[src/logic/eccte_pkg.sv]
// Purpose: Shared constants and types for the exception and cycle count trace encoder.
// Assumes: All users reach these names through the package scope.
// Notes: Byte 0 of a packet image sits in bits 7:0.
// Operation
// - Reset, NMI and the four fault kinds take codes 0x001 to 0x006.
// - Supervisor call 0x00b, monitor 0x00c, pended call 0x00e, tick 0x00f.
// - Interrupts 0-7 map from 0x010, interrupts 8-495 to 0x208-0x3ef.
// - Debug halt 0x018, lazy float push 0x019, lockup 0x01a.
// - Implementation codes 0x020-0x02f allowed; any other reserved code never leaves.
// - Alignment fault on word-aligned code clears return address bits 1:0.
// - Alignment fault on compact code clears return address bit 0.
// - Reset address is passed on normally but flagged as unknown.
// - Every exception return instruction yields an exception return packet.
// - That packet is the single header byte 0x07 with no payload.
// - Microcontroller return bumps tag and depth; overflow implies one commit.
// - Other profiles emit the return packet only, state untouched.
// - Cycle count packets need support, the enable bit and a configured control.
// - On each commit a packet goes out only when count reaches threshold.
// - Count spans cycles back to the last commit that carried a count.
// - A packet may carry commits; its count belongs to the last one.
// - Choose among large, medium and small formats; small always has commits.
`default_nettype none
package eccte_pkg;
	localparam logic [9:0] EXC_RESET = 10'h001;
	localparam logic [9:0] EXC_NMI = 10'h002;
	localparam logic [9:0] EXC_ESCALATED = 10'h003;
	localparam logic [9:0] EXC_MEM_MGMT = 10'h004;
	localparam logic [9:0] EXC_BUS_ERR = 10'h005;
	localparam logic [9:0] EXC_USAGE = 10'h006;
	localparam logic [9:0] EXC_SUPV_CALL = 10'h00b;
	localparam logic [9:0] EXC_DBG_MON = 10'h00c;
	localparam logic [9:0] EXC_PEND_CALL = 10'h00e;
	localparam logic [9:0] EXC_TICK = 10'h00f;
	localparam logic [9:0] EXC_IRQ_LOW = 10'h010;
	localparam logic [9:0] EXC_DBG_HALT = 10'h018;
	localparam logic [9:0] EXC_LAZY_FP = 10'h019;
	localparam logic [9:0] EXC_LOCKUP = 10'h01a;
	localparam logic [9:0] EXC_IMPDEF = 10'h020;
	localparam logic [9:0] EXC_IRQ_HIGH = 10'h200;
	localparam logic [8:0] IRQ_LOW_COUNT = 9'h008;
	localparam logic [8:0] IRQ_LAST = 9'h1ef;
	localparam logic [8:0] IMPDEF_COUNT = 9'h010;
	localparam logic [31:0] ADDR_MASK_WORD = 32'hffff_fffc;
	localparam logic [31:0] ADDR_MASK_HALF = 32'hffff_fffe;
	localparam logic [7:0] HDR_ERET = 8'h07;
	localparam logic [7:0] HDR_CC1 = 8'h0e;
	localparam logic [7:0] HDR_CC2 = 8'h0c;
	localparam logic [7:0] HDR_CC3 = 8'h10;
	localparam logic [2:0] ERET_LEN = 3'h1;
	localparam int PKT_BYTES = 5;
	localparam int CC_FIELD_W = 20;
	localparam logic [6:0] PEND_SAT = 7'h7e;
	typedef enum logic [3:0] {
		KIND_RESET = 4'h0, KIND_NMI = 4'h1, KIND_ESCALATED = 4'h2, KIND_MEM_MGMT = 4'h3,
		KIND_BUS_ERR = 4'h4, KIND_USAGE = 4'h5, KIND_SUPV_CALL = 4'h6, KIND_DBG_MON = 4'h7,
		KIND_PEND_CALL = 4'h8, KIND_TICK = 4'h9, KIND_IRQ = 4'ha, KIND_DBG_HALT = 4'hb,
		KIND_LAZY_FP = 4'hc, KIND_LOCKUP = 4'hd, KIND_IMPDEF = 4'he
	} eccte_kind_type;
	typedef enum logic [1:0] {
		ISET_WORD = 2'h0,
		ISET_COMPACT = 2'h1,
		ISET_OTHER = 2'h2
	} eccte_iset_type;
	typedef enum logic [2:0] {
		ST_IDLE = 3'h1,
		ST_ERET = 3'h2,
		ST_CC = 3'h4
	} eccte_state_type;
endpackage
`default_nettype wire

[src/logic/eccte_pkt_if.sv]
// Purpose: Carries one whole packet image from the encoder to the byte serializer.
// Assumes: The image is stable while valid is high and ready is low.
// Notes: Length counts bytes from byte 0 upward.
`timescale 1ns/1ps
`default_nettype none
interface eccte_pkt_if #(
	parameter int BYTES = 5
);
	logic valid;
	logic ready;
	logic [8*BYTES-1:0] data;
	logic [2:0] len;
	modport src (output valid, output data, output len, input ready);
	modport snk (input valid, input data, input len, output ready);
endinterface
`default_nettype wire

[src/logic/eccte_top.sv]
// Purpose: Exception type coding, exception return packets and cycle count packets.
// Assumes: Core events are on SYS_CLK_IN and are held until EVT_READY_OUT is high.
// Notes: The exception packet bytes are built elsewhere from EXC_TYPE_OUT and EXC_ADDR_OUT.
`timescale 1ns/1ps
`default_nettype none
module eccte_top #(
	parameter int TAG_W = 5,
	parameter int TAG_WRAP = 32,
	parameter int DEPTH_W = 6,
	parameter int MAX_DEPTH = 16,
	parameter int CNT_W = 12,
	parameter bit CC_IMPL = 1'b1
) (
	input wire logic SYS_CLK_IN,
	input wire logic RESET_N_IN,
	input wire logic PROFILE_MCU_IN,
	input wire logic EXC_VALID_IN,
	input wire logic [3:0] EXC_KIND_IN,
	input wire logic [8:0] EXC_NUM_IN,
	input wire logic EXC_ALIGN_IN,
	input wire logic [1:0] EXC_ISET_IN,
	input wire logic [31:0] EXC_ADDR_IN,
	output logic EXC_VALID_OUT,
	output logic [9:0] EXC_TYPE_OUT,
	output logic [31:0] EXC_ADDR_OUT,
	output logic EXC_ADDR_UNKNOWN_OUT,
	output logic EXC_REJECT_OUT,
	input wire logic ERET_IN,
	input wire logic COMMIT_IN,
	output logic EVT_READY_OUT,
	output logic [TAG_W-1:0] TAG_OUT,
	output logic [DEPTH_W-1:0] SPEC_DEPTH_OUT,
	output logic IMPLIED_COMMIT_OUT,
	input wire logic CC_ENABLE_IN,
	input wire logic CC_CONFIGURED_IN,
	input wire logic [CNT_W-1:0] CC_THRESHOLD_IN,
	output logic CC_EMIT_OUT,
	output logic [CNT_W-1:0] CC_COUNT_OUT,
	output logic [7:0] TRACE_DATA_OUT,
	output logic TRACE_VALID_OUT,
	input wire logic TRACE_READY_IN
);
	localparam int PB = eccte_pkg::PKT_BYTES;
	localparam int FW = eccte_pkg::CC_FIELD_W;

	// Returns the valid flag and the 10-bit type; reserved inputs come back invalid.
	function automatic logic [10:0] f_exc_code(input logic [3:0] kind, input logic [8:0] num);
		logic [10:0] r;
		r = 11'h000;
		case (kind)
			eccte_pkg::KIND_RESET: r = {1'b1, eccte_pkg::EXC_RESET};
			eccte_pkg::KIND_NMI: r = {1'b1, eccte_pkg::EXC_NMI};
			eccte_pkg::KIND_ESCALATED: r = {1'b1, eccte_pkg::EXC_ESCALATED};
			eccte_pkg::KIND_MEM_MGMT: r = {1'b1, eccte_pkg::EXC_MEM_MGMT};
			eccte_pkg::KIND_BUS_ERR: r = {1'b1, eccte_pkg::EXC_BUS_ERR};
			eccte_pkg::KIND_USAGE: r = {1'b1, eccte_pkg::EXC_USAGE};
			eccte_pkg::KIND_SUPV_CALL: r = {1'b1, eccte_pkg::EXC_SUPV_CALL};
			eccte_pkg::KIND_DBG_MON: r = {1'b1, eccte_pkg::EXC_DBG_MON};
			eccte_pkg::KIND_PEND_CALL: r = {1'b1, eccte_pkg::EXC_PEND_CALL};
			eccte_pkg::KIND_TICK: r = {1'b1, eccte_pkg::EXC_TICK};
			eccte_pkg::KIND_IRQ: begin
				if (num < eccte_pkg::IRQ_LOW_COUNT) begin
					r = {1'b1, eccte_pkg::EXC_IRQ_LOW + {1'b0, num}};
				end else if (num <= eccte_pkg::IRQ_LAST) begin
					r = {1'b1, eccte_pkg::EXC_IRQ_HIGH + {1'b0, num}};
				end
			end
			eccte_pkg::KIND_DBG_HALT: r = {1'b1, eccte_pkg::EXC_DBG_HALT};
			eccte_pkg::KIND_LAZY_FP: r = {1'b1, eccte_pkg::EXC_LAZY_FP};
			eccte_pkg::KIND_LOCKUP: r = {1'b1, eccte_pkg::EXC_LOCKUP};
			eccte_pkg::KIND_IMPDEF: begin
				if (num < eccte_pkg::IMPDEF_COUNT) begin
					r = {1'b1, eccte_pkg::EXC_IMPDEF + {1'b0, num}};
				end
			end
			default: r = 11'h000;
		endcase
		return r;
	endfunction

	// Builds a cycle count packet image as {length, bytes}; byte 0 is the header.
	function automatic logic [8*PB+2:0] f_cc_pkt(input logic [7:0] n, input logic [FW-1:0] inc);
		logic [7:0] b0;
		logic [7:0] b1;
		logic [7:0] b2;
		logic [2:0] len;
		logic [8*PB+2:0] r;
		b0 = 8'h00;
		b1 = 8'h00;
		b2 = 8'h00;
		len = 3'h0;
		r = {(8*PB+3){1'b0}};
		if ((n <= 8'h04) && (inc < 20'h00004)) begin
			b0 = eccte_pkg::HDR_CC3 | {4'h0, n[1:0] - 2'h1, inc[1:0]};
			r = {3'h1, 32'h0000_0000, b0};
		end else if ((n <= 8'h10) && (inc < 20'h00010)) begin
			b1 = {n[3:0] - 4'h1, inc[3:0]};
			r = {3'h2, 24'h00_0000, b1, eccte_pkg::HDR_CC2};
		end else begin
			b0 = {|inc[19:7], inc[6:0]};
			b1 = {|inc[19:14], inc[13:7]};
			b2 = {2'h0, inc[19:14]};
			len = 3'h3 + {2'h0, |inc[19:7]} + {2'h0, |inc[19:14]};
			r = {len, b2, b1, b0, {1'b0, n[6:0]}, eccte_pkg::HDR_CC1};
		end
		return r;
	endfunction

	eccte_pkt_if #(.BYTES(PB)) pkt_bus ();

	eccte_pkg::eccte_state_type st_q;
	eccte_pkg::eccte_state_type st_d;
	logic idle;
	logic eret_take;
	logic commit_take;
	logic mcu_eret;

	// Exception path.
	logic [10:0] exc_code;
	logic [31:0] addr_fix;
	logic align_word;
	logic align_half;
	logic exc_valid_q;
	logic [9:0] exc_type_q;
	logic [31:0] exc_addr_q;
	logic exc_unk_q;
	logic exc_rej_q;

	// Tag and speculation depth.
	logic [TAG_W-1:0] tag_q;
	logic [TAG_W-1:0] tag_d;
	logic [TAG_W-1:0] tag_inc;
	logic [DEPTH_W-1:0] depth_q;
	logic [DEPTH_W-1:0] depth_d;
	logic [DEPTH_W-1:0] depth_a;
	logic [DEPTH_W-1:0] depth_b;
	logic commit_ok;
	logic implied;
	logic commit_evt;
	logic implied_q;

	// Cycle counting.
	logic cc_on;
	logic cc_hit;
	logic [CNT_W-1:0] cnt_q;
	logic [CNT_W-1:0] cnt_d;
	logic [CNT_W-1:0] inc;
	logic [6:0] pend_q;
	logic [6:0] pend_d;
	logic [7:0] n_commits;
	logic [8*PB+2:0] cc_img;
	logic cc_pend_q;
	logic [8*PB-1:0] cc_data_q;
	logic [2:0] cc_len_q;
	logic cc_emit_q;
	logic [CNT_W-1:0] cc_count_q;

	assign idle = st_q == eccte_pkg::ST_IDLE;
	assign EVT_READY_OUT = idle;
	assign eret_take = ERET_IN && idle;
	assign commit_take = COMMIT_IN && idle;
	// Only microcontroller cores touch tag and depth on a return.
	assign mcu_eret = eret_take && PROFILE_MCU_IN;

	assign exc_code = f_exc_code(EXC_KIND_IN, EXC_NUM_IN);
	assign align_word = EXC_ALIGN_IN && (EXC_ISET_IN == eccte_pkg::ISET_WORD);
	assign align_half = EXC_ALIGN_IN && (EXC_ISET_IN == eccte_pkg::ISET_COMPACT);
	assign addr_fix = align_word ? (EXC_ADDR_IN & eccte_pkg::ADDR_MASK_WORD) :
		(align_half ? (EXC_ADDR_IN & eccte_pkg::ADDR_MASK_HALF) : EXC_ADDR_IN);

	always_ff @(posedge SYS_CLK_IN or negedge RESET_N_IN) begin
		if (!RESET_N_IN) begin
			exc_valid_q <= 1'b0;
			exc_type_q <= 10'h000;
			exc_addr_q <= 32'h0000_0000;
			exc_unk_q <= 1'b0;
			exc_rej_q <= 1'b0;
		end else begin
			// A reserved code is swallowed and only the reject pulse shows it.
			exc_valid_q <= EXC_VALID_IN && exc_code[10];
			exc_rej_q <= EXC_VALID_IN && !exc_code[10];
			exc_type_q <= exc_code[10] ? exc_code[9:0] : 10'h000;
			// The reset address still feeds the address history as usual.
			exc_addr_q <= addr_fix;
			exc_unk_q <= EXC_VALID_IN && (EXC_KIND_IN == eccte_pkg::KIND_RESET);
		end
	end

	assign EXC_VALID_OUT = exc_valid_q;
	assign EXC_TYPE_OUT = exc_type_q;
	assign EXC_ADDR_OUT = exc_addr_q;
	assign EXC_ADDR_UNKNOWN_OUT = exc_unk_q;
	assign EXC_REJECT_OUT = exc_rej_q;

	assign tag_inc = (tag_q == TAG_W'(TAG_WRAP - 1)) ? {TAG_W{1'b0}} : tag_q + 1'b1;
	assign tag_d = mcu_eret ? tag_inc : tag_q;
	// A core commit with nothing outstanding is ignored rather than wrapping the depth.
	assign commit_ok = commit_take && (depth_q != {DEPTH_W{1'b0}});
	assign depth_a = commit_ok ? depth_q - 1'b1 : depth_q;
	assign depth_b = mcu_eret ? depth_a + 1'b1 : depth_a;
	assign implied = depth_b > DEPTH_W'(MAX_DEPTH);
	assign depth_d = implied ? depth_b - 1'b1 : depth_b;
	assign commit_evt = commit_ok || implied;

	assign cc_on = CC_IMPL && CC_ENABLE_IN && CC_CONFIGURED_IN;
	assign cc_hit = cc_on && commit_evt && (cnt_q >= CC_THRESHOLD_IN);
	assign inc = cnt_q - CC_THRESHOLD_IN;
	// The cycle after a counted commit is already the first of the next interval, so it starts at one.
	assign cnt_d = !cc_on ? {CNT_W{1'b0}} : (cc_hit ? {{(CNT_W-1){1'b0}}, 1'b1} :
		((&cnt_q) ? cnt_q : cnt_q + 1'b1));
	// Commits below threshold are folded into the next packet; saturation caps the total.
	assign pend_d = (!cc_on || cc_hit) ? 7'h00 :
		((commit_evt && (pend_q != eccte_pkg::PEND_SAT)) ? pend_q + 7'h01 : pend_q);
	assign n_commits = {1'b0, pend_q} + 8'h01;
	assign cc_img = f_cc_pkt(n_commits, {{(FW-CNT_W){1'b0}}, inc});

	always_comb begin
		st_d = st_q;
		case (st_q)
			eccte_pkg::ST_IDLE: begin
				if (eret_take) begin
					st_d = eccte_pkg::ST_ERET;
				end else if (cc_hit) begin
					st_d = eccte_pkg::ST_CC;
				end
			end
			eccte_pkg::ST_ERET: begin
				if (pkt_bus.ready) begin
					st_d = cc_pend_q ? eccte_pkg::ST_CC : eccte_pkg::ST_IDLE;
				end
			end
			eccte_pkg::ST_CC: begin
				if (pkt_bus.ready) begin
					st_d = eccte_pkg::ST_IDLE;
				end
			end
			default: st_d = eccte_pkg::ST_IDLE;
		endcase
	end

	assign pkt_bus.valid = !idle;
	assign pkt_bus.data = (st_q == eccte_pkg::ST_ERET) ?
		{{(8*PB-8){1'b0}}, eccte_pkg::HDR_ERET} : cc_data_q;
	assign pkt_bus.len = (st_q == eccte_pkg::ST_ERET) ? eccte_pkg::ERET_LEN : cc_len_q;

	always_ff @(posedge SYS_CLK_IN or negedge RESET_N_IN) begin
		if (!RESET_N_IN) begin
			st_q <= eccte_pkg::ST_IDLE;
			tag_q <= {TAG_W{1'b0}};
			depth_q <= {DEPTH_W{1'b0}};
			implied_q <= 1'b0;
			cnt_q <= {CNT_W{1'b0}};
			pend_q <= 7'h00;
		end else begin
			st_q <= st_d;
			tag_q <= tag_d;
			depth_q <= depth_d;
			implied_q <= implied;
			cnt_q <= cnt_d;
			pend_q <= pend_d;
		end
	end

	always_ff @(posedge SYS_CLK_IN or negedge RESET_N_IN) begin
		if (!RESET_N_IN) begin
			cc_pend_q <= 1'b0;
			cc_data_q <= {(8*PB){1'b0}};
			cc_len_q <= 3'h0;
			cc_emit_q <= 1'b0;
			cc_count_q <= {CNT_W{1'b0}};
		end else begin
			cc_emit_q <= cc_hit;
			if (cc_hit) begin
				cc_pend_q <= 1'b1;
				cc_data_q <= cc_img[8*PB-1:0];
				cc_len_q <= cc_img[8*PB+2:8*PB];
				cc_count_q <= cnt_q;
			end else if ((st_q == eccte_pkg::ST_CC) && pkt_bus.ready) begin
				cc_pend_q <= 1'b0;
			end
		end
	end

	assign TAG_OUT = tag_q;
	assign SPEC_DEPTH_OUT = depth_q;
	assign IMPLIED_COMMIT_OUT = implied_q;
	assign CC_EMIT_OUT = cc_emit_q;
	assign CC_COUNT_OUT = cc_count_q;

	eccte_byte_ser #(
		.BYTES(PB)
	) u_ser (
		.clk_in(SYS_CLK_IN),
		.rst_n_in(RESET_N_IN),
		.pkt(pkt_bus.snk),
		.byte_out(TRACE_DATA_OUT),
		.valid_out(TRACE_VALID_OUT),
		.ready_in(TRACE_READY_IN)
	);
endmodule
`default_nettype wire

[src/logic/eccte_byte_ser.sv]
// Purpose: Turns packet images into a byte stream with valid and ready.
// Assumes: Lengths never exceed the image width.
// Notes: A new image is taken as the last byte of the old one leaves, so packets run back to back.
`timescale 1ns/1ps
`default_nettype none
module eccte_byte_ser #(
	parameter int BYTES = 5
) (
	input wire logic clk_in,
	input wire logic rst_n_in,
	eccte_pkt_if.snk pkt,
	output logic [7:0] byte_out,
	output logic valid_out,
	input wire logic ready_in
);
	logic [8*BYTES-1:0] buf_q;
	logic [8*BYTES-1:0] buf_d;
	logic [2:0] rem_q;
	logic [2:0] rem_d;
	logic last;
	logic load;
	logic step;

	assign step = valid_out && ready_in;
	assign last = (rem_q == 3'h1) && ready_in;
	// Whole packets are loaded only when the buffer is empty or its last byte leaves, so bytes never mix.
	assign pkt.ready = (rem_q == 3'h0) || last;
	assign load = pkt.valid && pkt.ready;
	assign buf_d = load ? pkt.data : (step ? (buf_q >> 8) : buf_q);
	assign rem_d = load ? pkt.len : (step ? rem_q - 3'h1 : rem_q);
	assign valid_out = rem_q != 3'h0;
	assign byte_out = buf_q[7:0];

	always_ff @(posedge clk_in or negedge rst_n_in) begin
		if (!rst_n_in) begin
			buf_q <= {(8*BYTES){1'b0}};
			rem_q <= 3'h0;
		end else begin
			buf_q <= buf_d;
			rem_q <= rem_d;
		end
	end
endmodule
`default_nettype wire

[config.mk]
export PLATFORM = sky130hd
export DESIGN_NAME = eccte_top
export DESIGN_NICKNAME = d
export VERILOG_FILES = /design/src/logic/eccte_pkg.sv /design/src/logic/eccte_pkt_if.sv /design/src/logic/eccte_top.sv /design/src/logic/eccte_byte_ser.sv
export SDC_FILE = /design/constraint.sdc
export NUM_CORES = 1
export LEC_CHECK = 0
export BUFFER_PORTS_ARGS = -buffer_cell sky130_fd_sc_hd__buf_2
export CAP_MARGIN = 30
export CORE_MARGIN = 2
export CORE_UTILIZATION = 53
export DETAILED_ROUTE_END_ITERATION = 12
export PLACE_DENSITY = 0.76
export SETUP_SLACK_MARGIN = 0.5
export SYNTH_ARGS = -nofsm -noshare
export SYNTH_HDL_FRONTEND = slang
export SYNTH_HIERARCHICAL = 1
export SYNTH_SLANG_ARGS = --single-unit
[constraint.sdc]
create_clock -name SYS_CLK_IN -period 7.7 [get_ports SYS_CLK_IN]
set_input_delay 0.385 -clock SYS_CLK_IN [delete_from_list [all_inputs] [get_ports SYS_CLK_IN]]
set_output_delay 0.385 -clock SYS_CLK_IN [all_outputs]
set_load 0.005 [all_outputs]
==> flow_summary.toml <==
[status]
outcome = "complete, no violations"

[clocking]
cts_buffer_depth = 2
clk_pin_slew_ns = 0.06
cts_tree = "yes"
cts.sinks = 164
cts_root_buffer = "clkbuf_16"
cts_buffers = 17
postCtsHoldBufs = 0
cts_setup_buffers = 0
h-tree-depth = 4
clock_latency_ns = 0.42
cts-resized-gates = 0

[logic_synthesis]
synthMuxAreaShare_pct = 7.42
syn_avg_cell_area_um2 = 9.77
netlist_area_um2 = 8660
synth_top_family_by_area = "simple AND/OR/NAND/NOR gates"
synth_top_area_share_pct = 47.1
synth_compound_area_share_pct = 14.2
synth-edff-count = 0
async_reset_ff_share_pct = 100
postSynthCellCount = 887
synth_ff_type = "dfrtp_1"
yosys-top-cells-area = "dfrtp_1, a21oi_1, ha_1, nor2_1, nand2_1"
yosys_warnings = 6
synth-xor-area-share_pct = 3.13
yosysSeqAreaShare_pct = 47.4
ys_ff_latch = 164
synthSimpleGateAreaFrac_pct = 18.3
ys_types = 74
yosys.area.top_type = "dfrtp_1"
netlist_top_cells_count = "dfrtp_1, nor2_1, a21oi_1, nand2_1, inv_1"
synth-adder-area-share_pct = 4.56
synth_most_common_cell = "dfrtp_1"

[placed_design]
placed_area_um2 = 9530
place_congestion = 0.872
io_buffers = 148
hpwl_um = 13200

[power]
irDropWorstVdd_uv = 174
p_clk_share_pct = 27.7
powerDensity_nw_per_um2 = 304
netSwitchingPower_mw = 1.12
combPwrFrac_pct = 34.7
p_seq_share_pct = 37.6
p_sw_share_pct = 36.3
leakagePower_nw = 4.97
intPower_mw = 1.96

[timing]
worstMarginPinSlew_ns = 0.909
finClkSkew_ns = 0.00681
grt_setup_unrepaired = "no"
fin_crit_sh_pct = 64.6
final_max_slew_viol_count = 0
slew_headroom_pct = 39.4
hold_viol = 0
tns_ns = 0
period_needed_ns = 4.97
setup-violations-final = 0
max_freq_mhz = 201

[critical_path]
r2r_start = "SPEC_DEPTH_OUT[0]"
start_kind = "register"
worstSetupPathType = "register to register"
endpoint_kind = "register"
cp.arrival_ns = 5.27
reg2reg_slack_ns = 2.73
startpoint = "SPEC_DEPTH_OUT[0]"
cp_max_fo = 20
cp.required_ns = 8.00

[global_route]
grt_usage_pct = 22.3
antenna_found_initial = 0
overflow = 0
grt_max_degree = 91
grt_first_pass_wirelength_um = 31900
grt_pass1_vias = 6560

[floorplan]
core_area_um2 = 15900
std_cell_rows = 46
fp.dieH_um = 132
dieArea_um2 = 17400
initial_core_util_pct = 54.3
io_pins = 149
die_width_um = 132

[drt]
viasPerCell = 5.45
antenna_left = 0
wire_per_inst_um = 14.8
wirelength_um = 18500
drtIter0Drc = 393
drcViolationCount = 0
num_vias = 6813
first_pass_iters = 5

[final_layout]
layout-drive-gt1-share_pct = 23.0
finalNetCount = 1122
nFillCells = 1374
diodes = 0
final_area_um2 = 10100
areaGrowthSynthToFinish_pct = 16.9

[job]
drv_cap = 0

[min_path]
min_path_type = "input pin to asynchronous set/reset pin"
==> stage by stage <==
step           hold slack [ns]  power (mW)  cells  utilization (%)  setup WS [ns]
6_report                0.0377        3.08   1251             63.5           2.73
5_1_grt                 0.0445        3.30   1251             63.5           2.23
4_1_cts                 0.0437        3.10   1251             63.5           2.77
3_5_place_dp             0.477        2.23   1219             59.7           2.84
3_3_place_gp             0.473        2.21   1217             59.6           2.39
2_1_floorplan           0.0894        1.97    900                -           4.03
==> routing by layer <==
metal | track usage (%) | vias to the layer above | part of all wire [%]
met5 | 0 | - | 0
met4 | 6.58 | 0 | 1.2
met3 | 4.23 | 18 | 4.7
met2 | 35.2 | 186 | 48
met1 | 31.6 | 3274 | 46
li1 | - | 3335 | -
==> worst max-delay path, stage by stage, from the launching register on <==
cell and delay [ns]:
dfrtp_1 0.39, inv_1 0.10, ha_1 0.23, nor3b_1 0.16
a21oi_2 0.40, mux2i_1 0.30, ha_1 0.26, mux2i_1 0.30
ha_1 0.28, nor3b_1 0.20, o31ai_1 0.14, a211oi_2 0.76
or3_1 0.55, inv_2 0.39, mux2_4 0.38
==> layout by cell type (no fill, tap or decap), types with 5 or more instances in the layout <==
| master | instances |
|---|---|
| dfrtp_1 | 163 |
| buf_2 | 147 |
| nor2_1 | 95 |
| a21oi_1 | 94 |
| nand2_1 | 81 |
| inv_1 | 36 |
| nor2b_1 | 34 |
| o21ai_0 | 33 |
| ha_1 | 30 |
| xnor2_1 | 21 |
| nor3_1 | 19 |
| mux2_4 | 18 |
| clkbuf_16 | 17 |
| mux2i_1 | 16 |
| nand3_1 | 16 |
| conb_1 | 14 |
| mux2_2 | 12 |
| a22o_1 | 12 |
| xor2_1 | 10 |
| and2_1 | 10 |
| nand4_1 | 9 |
| and3_1 | 9 |
| a211oi_1 | 8 |
| nor3b_1 | 7 |
| o31ai_1 | 7 |
| or2_2 | 6 |
| mux2_1 | 6 |
| buf_4 | 6 |
| or3_1 | 5 |
| o22ai_1 | 5 |
| nand2b_1 | 5 |
==> flip-flops by register name (all words and copies together), names as in the netlist <==
signal	count
SPEC_DEPTH_OUT	6
cc_len_q	2
EXC_ADDR_UNKNOWN_OUT	1
u_ser/rem_q	3
EXC_REJECT_OUT	1
IMPLIED_COMMIT_OUT	1
cc_pend_q	1
CC_EMIT_OUT	1
EXC_TYPE_OUT	10
st_q	3
EXC_ADDR_OUT	32
CC_COUNT_OUT	12
pend_q	7
u_ser/buf_q	40
EXC_VALID_OUT	1
cc_data_q	26
TAG_OUT	5
cnt_q	12
==> path summary, 6_finish.rpt <==
check | endpoint | cells after the start
min in group SYS_CLK_IN | EXC_ADDR_OUT[17] | 1
setup reg to reg | cc_data_q[20] | 14
setup / recovery | cc_data_q[20] | 14
hold reg to reg | CC_COUNT_OUT[10] | 1
max in group asynchronous | EXC_ADDR_OUT[30] | 2
hold / removal | cnt_q[5] | 1
==> power by group through the flow <==
| stage | clock network, mW | logic, mW | registers [mW] |
|---|---|---|---|
| floorplan | 0 | 0.844 | 1.13 |
| global placement | 0 | 1.05 | 1.16 |
| detailed placement | 0 | 1.06 | 1.17 |
| CTS | 0.873 | 1.07 | 1.16 |
| global route | 0.909 | 1.21 | 1.18 |
| finish | 0.853 | 1.07 | 1.16 |
==> cell families (layout without fill, tap and decap cells) <==
group / after synthesis / after routing
AO/OA/AOI/OAI: 200 / 200
multiplexers: 53 / 53
other: 1 / 14
flip-flops: 164 / 164
AND/OR/NAND/NOR: 317 / 317
buffers and inverters: 90 / 225
adder cells (fa/ha/maj): 31 / 31
XOR/XNOR: 31 / 31
==> cell type report <==
cell class / instances / area, µm² / area share, %
multi-input cells: 646 / 4200 / 41.5
flip-flops and latches: 164 / 4110 / 40.5
repair buffers: 155 / 807 / 7.97
clock buffers: 19 / 453 / 4.47
well taps: 216 / 270 / 2.67
clock inverters: 13 / 149 / 1.47
inverters: 38 / 143 / 1.41
Note: power is estimated with default switching activity, not from simulation.
